$ cat src/agcr_regs.svh
// Purpose: Offsets, fields, reset values and counts of the AGP register pair
// Assumes: Configuration offsets are byte addresses on an 8-bit bus
// Notes:   Definitions only
`ifndef AGCR_REGS_SVH
`define AGCR_REGS_SVH

`define AGCR_OFS_STATUS       8'hA4
`define AGCR_OFS_COMMAND      8'hA8
`define AGCR_STATUS_RESET     32'h1F000217
`define AGCR_COMMAND_RESET    32'h00000000
`define AGCR_COMMAND_WMASK    32'h00000317
`define AGCR_REQ_DEPTH_CODE   8'h1F
`define AGCR_REQ_DEPTH        6'h20
`define AGCR_FLD_DEPTH_LSB    24
`define AGCR_FLD_SBA          9
`define AGCR_FLD_ENABLE       8
`define AGCR_FLD_HIADDR       5
`define AGCR_FLD_FASTWR       4
`define AGCR_FLD_RATE_MSB     2
`define AGCR_RATE_ALL         3'h7

`endif

$ cat src/agcr_pkg.sv
// Purpose: Types shared by the AGP register pair and its operation gate
// Assumes: Constants live in agcr_regs.svh
// Notes:   Nothing here is imported; users write agcr_pkg::name
package agcr_pkg;

	// One-hot transfer rate as held in the command register
	typedef enum logic [2:0] {
		AGCR_RATE_NONE = 3'h0,
		AGCR_RATE_1X   = 3'h1,
		AGCR_RATE_2X   = 3'h2,
		AGCR_RATE_4X   = 3'h4
	} agcr_rate_t;

	// Sideband command delivery tracking
	typedef enum logic [2:0] {
		AGCR_SB_IDLE = 3'h1,
		AGCR_SB_TAKE = 3'h2,
		AGCR_SB_DROP = 3'h4
	} agcr_sb_state_t;

	typedef logic [5:0] agcr_count_t;

endpackage

$ cat src/agcr_gate_if.sv
// Purpose: Carrier between the register bank and the operation gate
// Assumes: One clock domain, all inputs already synchronised
// Notes:   Gate results are flip-flop outputs of the gate
`timescale 1ns/10ps
interface agcr_gate_if;
	logic                 agpEnable;
	logic                 sbaEnable;
	logic                 pipeSeen;
	logic                 sbaFrame;
	logic                 syncSeen;
	logic                 opDone;
	logic                 accept;
	logic                 acceptSb;
	logic                 syncAck;
	agcr_pkg::agcr_count_t outstanding;

	modport gate (
		input  agpEnable, sbaEnable, pipeSeen, sbaFrame, syncSeen, opDone,
		output accept, acceptSb, syncAck, outstanding
	);
	modport bank (
		output agpEnable, sbaEnable, pipeSeen, sbaFrame, syncSeen, opDone,
		input  accept, acceptSb, syncAck, outstanding
	);
endinterface // agcr_gate_if

$ cat src/agcr_cmd_regs.sv
// Summary of operation
// - Status bits 31:24 read 1Fh, up to 32 queued requests.
// - Status bit 9 reads one: sideband addressing supported.
// - Status bit 5 reports no addressing above 4 GB.
// - Status bit 4 reads one: fast writes supported.
// - Status rate bits 2:0 read 111 for 1X, 2X, 4X.
// - Chosen rate drives main bus and sideband bus alike.
// - Command bit 9 set turns sideband addressing on.
// - Command bit 8 clear: all AGP operations, sync too, ignored.
// - Operations taken while enabled still complete after disable.
// - Sideband command begun enabled still issues if enable drops.
// - Pipelined requests need enable; sideband needs sideband enable too.
// - High-address enable bit 5 has no effect; always off.
// - Command bit 4 gates fast writes, reset clear.
// - One-hot command bits 2:0 select 1X, 2X or 4X.
//
// Purpose: AGP capability status and operating command registers
// Assumes: Configuration accesses are synchronous to clk_sys
// Notes:   Pin inputs pass two flip-flops before use
//          Read data and its valid pulse appear one cycle after the strobe
//          Unmapped reads return zero with a valid pulse, never an error
//          Writes land one cycle after the strobe; mode outputs one more
//          Byte enables pick lanes; only bits 9, 8, 4 and 2:0 can change
//          A read and a write in one cycle return the old command value
//          Pin edges act three edges late: two sync stages, one detector
//          Accept pulses leave the gate flops on that third edge, no later
//          The rate field is stored as written; one-hot is software's duty
//          High-address control is tied off; the target stays below 4 GB
//          The open count is not saturated; the master keeps 32 or fewer
//          Clearing the enable never drops an operation already taken
`timescale 1ns/10ps
`include "agcr_regs.svh"
module agcr_cmd_regs (
	input  wire logic        clk_sys,
	input  wire logic        rst_n,
	input  wire logic [7:0]  cfgAddr,
	input  wire logic        cfgRead,
	input  wire logic        cfgWrite,
	input  wire logic [3:0]  cfgByteEn,
	input  wire logic [31:0] cfgWdata,
	output logic      [31:0] cfgRdata,
	output logic             cfgRdValid,
	input  wire logic        pipeReq_n,
	input  wire logic        sbaFramePin,
	input  wire logic        syncReqPin,
	input  wire logic        opDone,
	output logic             opAccept,
	output logic             opSideband,
	output logic             syncAck,
	output logic      [5:0]  outstanding,
	output logic      [2:0]  adRate,
	output logic      [2:0]  sbaRate,
	output logic             sbaActive,
	output logic             fastWriteEn,
	output logic             highAddrEn
);
	logic [31:0] command, next_command;
	logic [31:0] next_cfgRdata;
	logic        next_cfgRdValid;
	logic [31:0] statusWord;
	logic [31:0] byteMask;
	logic [2:0]  pinMeta, pinSync;
	logic [2:0]  next_adRate;
	logic        next_sbaActive, next_fastWriteEn;

	agcr_gate_if gif ();

	// Capability word is fixed by construction
	assign statusWord = `AGCR_STATUS_RESET;

	// Byte lanes of a configuration write
	genvar b;
	generate
		for (b = 0; b < 4; b++) begin : g_lane
			assign byteMask[8*b+7:8*b] = {8{cfgByteEn[b]}};
		end
	endgenerate

	// Register next values and read data
	always_comb begin
		next_command = command;
		if (cfgWrite && cfgAddr == `AGCR_OFS_COMMAND)
			next_command = (command & ~(byteMask & `AGCR_COMMAND_WMASK))
				| (cfgWdata & byteMask & `AGCR_COMMAND_WMASK);
		next_cfgRdata = 32'h00000000;
		if (cfgRead) begin
			case (cfgAddr)
				`AGCR_OFS_STATUS:  next_cfgRdata = statusWord;
				`AGCR_OFS_COMMAND: next_cfgRdata = command;
				default:           next_cfgRdata = 32'h00000000;
			endcase
		end
		next_cfgRdValid = cfgRead;
	end

	// Register file
	always_ff @(posedge clk_sys or negedge rst_n) begin
		if (!rst_n) begin
			command    <= `AGCR_COMMAND_RESET;
			cfgRdata   <= 32'h00000000;
			cfgRdValid <= 1'b0;
		end else begin
			command    <= next_command;
			cfgRdata   <= next_cfgRdata;
			cfgRdValid <= next_cfgRdValid;
		end
	end

	// Two-stage synchroniser for the master's pins
	always_ff @(posedge clk_sys or negedge rst_n) begin
		if (!rst_n) begin
			pinMeta <= 3'h0;
			pinSync <= 3'h0;
		end else begin
			pinMeta <= {syncReqPin, sbaFramePin, ~pipeReq_n};
			pinSync <= pinMeta;
		end
	end

	// Controls to the gate
	assign gif.agpEnable = command[`AGCR_FLD_ENABLE];
	assign gif.sbaEnable = command[`AGCR_FLD_SBA];
	assign gif.pipeSeen  = pinSync[0];
	assign gif.sbaFrame  = pinSync[1];
	assign gif.syncSeen  = pinSync[2];
	assign gif.opDone    = opDone;

	agcr_op_gate agcr_op_gate_i (
		.clk_sys (clk_sys),
		.rst_n   (rst_n),
		.gif     (gif.gate)
	);

	assign opAccept    = gif.accept;
	assign opSideband  = gif.acceptSb;
	assign syncAck     = gif.syncAck;
	assign outstanding = gif.outstanding;

	// Operating mode outputs, one cycle behind the command register
	always_comb begin
		next_adRate      = command[`AGCR_FLD_RATE_MSB:0];
		next_sbaActive   = command[`AGCR_FLD_SBA];
		next_fastWriteEn = command[`AGCR_FLD_FASTWR];
	end

	// Same rate flop image feeds both buses so they never disagree
	always_ff @(posedge clk_sys or negedge rst_n) begin
		if (!rst_n) begin
			adRate      <= 3'h0;
			sbaRate     <= 3'h0;
			sbaActive   <= 1'b0;
			fastWriteEn <= 1'b0;
			highAddrEn  <= 1'b0;
		end else begin
			adRate      <= next_adRate;
			sbaRate     <= next_adRate;
			sbaActive   <= next_sbaActive;
			fastWriteEn <= next_fastWriteEn;
			highAddrEn  <= 1'b0;
		end
	end
endmodule // agcr_cmd_regs

$ cat src/agcr_op_gate.sv
// Purpose: Decides which AGP operations are taken and tracks open ones
// Assumes: Inputs are synchronous to clk_sys
// Notes:   Sideband commands are judged at their first cycle
`timescale 1ns/10ps
module agcr_op_gate (
	input  wire logic clk_sys,
	input  wire logic rst_n,
	agcr_gate_if.gate gif
);
	agcr_pkg::agcr_sb_state_t sbState, next_sbState;
	agcr_pkg::agcr_count_t    count, next_count;
	logic pipePrev, sbaPrev, syncPrev;
	logic accept, acceptSb, syncAck;
	logic next_accept, next_acceptSb, next_syncAck;
	logic pipeTake, sbIssue, doneTake;

	// Edges of the request levels and the decisions on them
	always_comb begin
		pipeTake = gif.pipeSeen & ~pipePrev & gif.agpEnable;
		sbIssue  = (sbState == agcr_pkg::AGCR_SB_TAKE) & sbaPrev
			& ~gif.sbaFrame;
		doneTake = gif.opDone & (count != 6'h00);
		next_sbState = sbState;
		case (sbState)
			agcr_pkg::AGCR_SB_IDLE: begin
				if (gif.sbaFrame & ~sbaPrev) begin
					if (gif.agpEnable & gif.sbaEnable)
						next_sbState = agcr_pkg::AGCR_SB_TAKE;
					else
						next_sbState = agcr_pkg::AGCR_SB_DROP;
				end
			end
			agcr_pkg::AGCR_SB_TAKE: begin
				// Enable may drop here; the command still issues
				if (~gif.sbaFrame)
					next_sbState = agcr_pkg::AGCR_SB_IDLE;
			end
			agcr_pkg::AGCR_SB_DROP: begin
				if (~gif.sbaFrame)
					next_sbState = agcr_pkg::AGCR_SB_IDLE;
			end
			default: next_sbState = agcr_pkg::AGCR_SB_IDLE;
		endcase
		next_count = agcr_pkg::agcr_count_t'(count
			+ {5'h00, pipeTake} + {5'h00, sbIssue}
			- {5'h00, doneTake});
		next_accept   = pipeTake | sbIssue;
		next_acceptSb = sbIssue;
		next_syncAck  = gif.syncSeen & ~syncPrev & gif.agpEnable;
	end

	// Registers only
	always_ff @(posedge clk_sys or negedge rst_n) begin
		if (!rst_n) begin
			sbState  <= agcr_pkg::AGCR_SB_IDLE;
			count    <= 6'h00;
			pipePrev <= 1'b0;
			sbaPrev  <= 1'b0;
			syncPrev <= 1'b0;
			accept   <= 1'b0;
			acceptSb <= 1'b0;
			syncAck  <= 1'b0;
		end else begin
			sbState  <= next_sbState;
			count    <= next_count;
			pipePrev <= gif.pipeSeen;
			sbaPrev  <= gif.sbaFrame;
			syncPrev <= gif.syncSeen;
			accept   <= next_accept;
			acceptSb <= next_acceptSb;
			syncAck  <= next_syncAck;
		end
	end

	assign gif.accept      = accept;
	assign gif.acceptSb    = acceptSb;
	assign gif.syncAck     = syncAck;
	assign gif.outstanding = count;

endmodule // agcr_op_gate

$ cat config.mk
export PLATFORM = sky130hd
export DESIGN_NAME = agcr_cmd_regs
export DESIGN_NICKNAME = d
export VERILOG_FILES = /design/src/agcr_pkg.sv /design/src/agcr_gate_if.sv /design/src/agcr_cmd_regs.sv /design/src/agcr_op_gate.sv
export VERILOG_INCLUDE_DIRS = /design/src
export SDC_FILE = /design/constraint.sdc
export NUM_CORES = 1
export LEC_CHECK = 0
export BUFFER_PORTS_ARGS = -buffer_cell sky130_fd_sc_hd__buf_2
export CORE_ASPECT_RATIO = 1.4
export CORE_UTILIZATION = 44
export CTS_CLUSTER_SIZE = 12
export DETAILED_ROUTE_END_ITERATION = 10
export GPL_ROUTABILITY_DRIVEN = 0
export PLACE_DENSITY_LB_ADDON = 0.12
export SLEW_MARGIN = 20
export SYNTH_ARGS = -nofsm -noshare
export SYNTH_HDL_FRONTEND = slang
export SYNTH_SLANG_ARGS = --single-unit
export TNS_END_PERCENT = 30
$ cat constraint.sdc
create_clock -name clk_sys -period 3.1 [get_ports clk_sys]
set_input_delay 0.62 -clock clk_sys [delete_from_list [all_inputs] [get_ports clk_sys]]
set_output_delay 0.62 -clock clk_sys [all_outputs]
set_load 0.01 [all_outputs]
Yosys cells after proc, flatten, opt, wreduce, memory -nomap -nowiden --
Index checks and enable logic that the tools add are counted. W data, S select, Z words.
Storage, ports and cells: register bits after elaboration 91, input bits 52, output and inout bits 51, word-level logic and storage cells 55
Operators by class: add/sub/neg operators 3, eq/ne operators 7, mux-type cells 6, bitwise operators 19, reductions and logical operators 4
Operators with widths (number):
- $pmux W32 S2 | 1
- $and A32 B32 Y32 | 1
- $mux W32 | 1
- $not A10 Y32 | 1
- $or A32 B10 Y32 | 1
- $eq A8 B8 Y1 const B | 2
- $add A6 B1 Y6 | 2
- $and A10 B10 Y10 | 1
- $and A1 B1 Y1 | 9
- $mux W3 | 3
- $pmux W3 S2 | 1
- $reduce_bool A6 Y1 | 1
- $sub A6 B1 Y6 | 1
- $not A1 Y1 | 5
- $eq A3 B1 Y1 const B | 1
- $eq A3 B2 Y1 const B | 1
- $eq A3 B3 Y1 const B | 1
- $ne A2 B1 Y1 const B | 1
- $ne A2 B2 Y1 const B | 1
- $reduce_and A2 Y1 | 1
- $reduce_or A2 Y1 | 1
- $logic_and A1 B1 Y1 | 1
- $or A1 B1 Y1 | 1

Depth between registers and ports, before layout --
depth in word-level cells 6, depth in mapped cells 11

By module --
From an unflattened synthesis, not the netlist that was laid out.
Unflattened totals: cell total of the unflattened synthesis 153, area, all modules 1810.5 µm²
Modules (own cells, without submodules):
- agcr_cmd_regs | instances 1, cells an instance 83, area an instance 1043.5 µm²
- agcr_op_gate | instances 1, cells an instance 70, area an instance 767.0 µm²

Worst setup path after synthesis --
No wires, ideal clock.
path type reg-to-reg, start register agcr_op_gate_i.count[2] (netlist: agcr_op_gate_i.gif.outstanding[2]), end register agcr_op_gate_i.count[4] (netlist: agcr_op_gate_i.gif.outstanding[4]), setup time 0.131 ns, arrival time 2.401 ns, setup slack 0.568 ns, cell stages (with the launch flop) 12, period minus slack after synthesis 2.532 ns, path through dfrtp_1 > inv_1 > ha_1 > nand2_1 > o31a_1 > ha_1 > inv_1 > fa_1 > fa_1 > a21oi_1 > o21ai_0 > xor2_1
Between the ends: cells in the longest elaborated chain, start to end 3, elaborated cells between the ends (all ways) 5, classes of those cells 3 x add/sub; 1 x bitwise; 1 x reduce/logical
RTL lines:
- start: declaration | line agcr_op_gate.sv:11 | agcr_pkg::agcr_count_t count, next_count;
- start signal: assignment | line agcr_op_gate.sv:65 | count <= next_count;
- $add A6 B1 Y6 or $reduce_bool A6 Y1 (tied branches) | line agcr_op_gate.sv:45, agcr_op_gate.sv:22
- $add A6 B1 Y6 or $and A1 B1 Y1 (tied branches) | line agcr_op_gate.sv:45, agcr_op_gate.sv:22
- $sub A6 B1 Y6 * | line agcr_op_gate.sv:46 | - {5'h00, doneTake});
- named net agcr_op_gate_i.next_count[4] | line agcr_op_gate.sv:11
Mark *: on every way through the listed nets, which the timed path passes. The rest lies on a longest branch. A chain may end at the register's enable or synchronous reset.

Worst setup path in the final report --
Ends and elaborated chain as after synthesis.

==> metrics.yaml <==
worstPathArrival_ns: 2.82
dp_hpwl_um: 2240
htreeDepth: 2
seqPwrFrac: 0.428
avgSynthCellArea_sq_um: 11.9
setup_violations: 0
syn_to_final_growth_pct: 14.3
yosysUniqueCellTypes: 34
reg2reg_to: "agcr_op_gate_i.gif.outstanding[4]"
cts_root_buffer: "clkbuf_8"
drt_iter0_drc: 22
min_path_cells: 0
core-area_sq_um: 3990
sw_frac_of_total: 0.329
fin_skew_ns: 0.00398
clk_pin_slew_ns: 0.07
synth_cells: 155
placed_area_sq_um: 2010
critical_path_class: "register to register"
slew_viol_final: 0
ys.flop_type: "dfrtp_1"
synth_seq_area_share: 0.544
antenna_left: 0
finalCritPeriodShare: 0.858
start_util: 0.462
min_period_ns: 2.66
layout_common_cells: "buf_2 (52), dfrtp_1 (39), conb_1 (22), inv_1 (12), nand2_1 (10)"
nets: 266
r2r_setup_slack_ns: 0.44
cts.sinks: 40
overflow: 0
hp-class: "register to register"
r2r.worst_path.cells: 11
antenna_found_initial: 0
synth_edf_count: 0
holdPathEnd: "pinSync[0]"
drc: 6
synth_top_area_cell: "dfrtp_1"
clkPwrFrac: 0.239
violations: "DRC"
hold_violations: 0
ir_worst_vdd_mv: 0.235
async_flop_share: 1.00
utilization: 0.528
yosysWarnings: 0
cts_hold_buf: 0
fin_hold_ws_ns: 0.350
relSlewSlack: 0.437
ios: 103
power.internal_mw: 0.976
start_kind: "register"
synthMuxAreaShare: 0.0367
worstSetupEndpointType: "register"
dieArea_sq_um: 4450
p_comb_frac: 0.333
synth-seq-cells: 40
cp_max_fo: 3
grt_pass1_vias: 1083
synth-xor-area-share: 0.0143
wire_per_inst_um: 11.8
viasPerCell: 4.71
status: "finished with violations"
clock_insertion_delay_worst_skew_ns: 0.28
cap_viol_max_count: 0
die_h_um: 78.6
antenna_cells: 0
synth_top_family_by_area: "buffers and inverters"
worst_slew_pin_slew_ns: 0.845
drive_above_1_share: 0.350
synth-simple-area-share: 0.126
dr.pass1.iters: 8
cts_made_buffers: 5
final_area_sq_um: 2110
std_cell_rows: 27
port_buffers: 52
post_cts_buffers: 0
cts_buffer_depth: 2
synthAdderAreaFrac: 0.0693
vias: 1172
ctsResizeCount: 0
max_freq_mhz: 376
worstPathRequired_ns: 3.26
wirelength_um: 2940
rsz0062_at_grt: "no"
p_leak_nw: 1.16
synth_area_sq_um: 1840
power_switching_mw: 0.480
layout_commonest_cell: "buf_2"
cts_tree: "yes"
rr_startpoint: "agcr_op_gate_i.gif.outstanding[2]"
tns_ns: 0
synth-compound-area-share: 0.0625
synth_area_leaders: "dfrtp_1 (53%), buf_4 (12%), ha_1 (4.8%)"
chipWidth_um: 56.7
synth_top_area_frac: 0.530
grt_max_degree: 41
min_from: "pinMeta[0]"
gr-usage-all-layers: 0.145
power_density_nw_per_um2: 691
fill_cells: 378
grt_first_pass_wirelength_um: 4940
area by class of cell:
cell class	instances	area, sq um	area share
sequential	40	1000	0.476
timing repair buffer	52	260	0.124
inverter	12	45.0	0.0214
clock buffer	6	82.6	0.0392
clock inverter	2	10.0	0.00475
multi-input combinational	94	652	0.310
tap	43	53.8	0.0255
per-stage QoR:
step	total power [mW]	setup slack [ns]	cells
detailed placement	1.12	0.426	241
CTS	1.47	0.415	249
global route	1.56	0.270	249
finish	1.46	0.441	249
global placement	1.10	0.463	241
floorplan	1.00	0.568	176
worst max path at each step:
| stage | slack [ns] | startpoint | endpoint |
|---|---|---|---|
| 3_3_place_gp | 0.46 | agcr_op_gate_i.gif.outstanding[2] | agcr_op_gate_i.gif.outstanding[4] |
| 5_1_grt | 0.27 | agcr_op_gate_i.gif.outstanding[2] | agcr_op_gate_i.gif.outstanding[4] |
| 2_1_floorplan | 0.57 | agcr_op_gate_i.gif.outstanding[2] | agcr_op_gate_i.gif.outstanding[4] |
| 4_1_cts | 0.41 | agcr_op_gate_i.gif.outstanding[2] | agcr_op_gate_i.gif.outstanding[4] |
| 3_5_place_dp | 0.43 | agcr_op_gate_i.gif.outstanding[2] | agcr_op_gate_i.gif.outstanding[4] |
| 6_report | 0.44 | agcr_op_gate_i.gif.outstanding[2] | agcr_op_gate_i.gif.outstanding[4] |
Yosys cell counts (3+ instances only):
library cell  number
dfrtp_1           39
nand2_1           10
buf_4             29
mux2_2             6
xor2_1             3
a21oi_1            8
nor3b_1            3
nand2b_1           6
nor2_1             4
ha_1               7
inv_1             12
critical path: stages, from the launching register on:
cell     delay [ns]
dfrtp_1        0.40
inv_1          0.09
ha_1           0.14
nand2_1        0.05
o31a_1         0.24
ha_1           0.27
inv_1          0.05
fa_1           0.45
fa_1           0.43
a21oi_1        0.17
o21ai_0        0.10
xor2_1         0.16
power by group through the flow:
stage	Combinational, mW	Clock, mW	Sequential [mW]
6_report	0.484	0.349	0.623
5_1_grt	0.542	0.385	0.635
4_1_cts	0.486	0.362	0.625
3_5_place_dp	0.483	0	0.636
3_3_place_gp	0.466	0	0.632
2_1_floorplan	0.351	0	0.651
metal layers:
metal  vias to the layer above  global-route usage  share of wire  routed length [um]
li1                        562                   -              -                   -
met1                       549               0.177           0.41                1190
met2                        54               0.242           0.51                1490
met3                         7              0.0346          0.066                 195
met4                         0              0.0675          0.021                  61
met5                         -                   0              0                   0
logic make-up after synthesis:
| kind of cell | after synthesis |
|---|---|
| other | 1 |
| muxes | 6 |
| AOI/OAI and AO/OA | 18 |
| DFF | 40 |
| xor gates and xnor gates | 3 |
| and+or+nand+nor | 36 |
| adders and majority gates | 9 |
| buffers and inverters | 42 |
(Power assumes the default switching activity.)
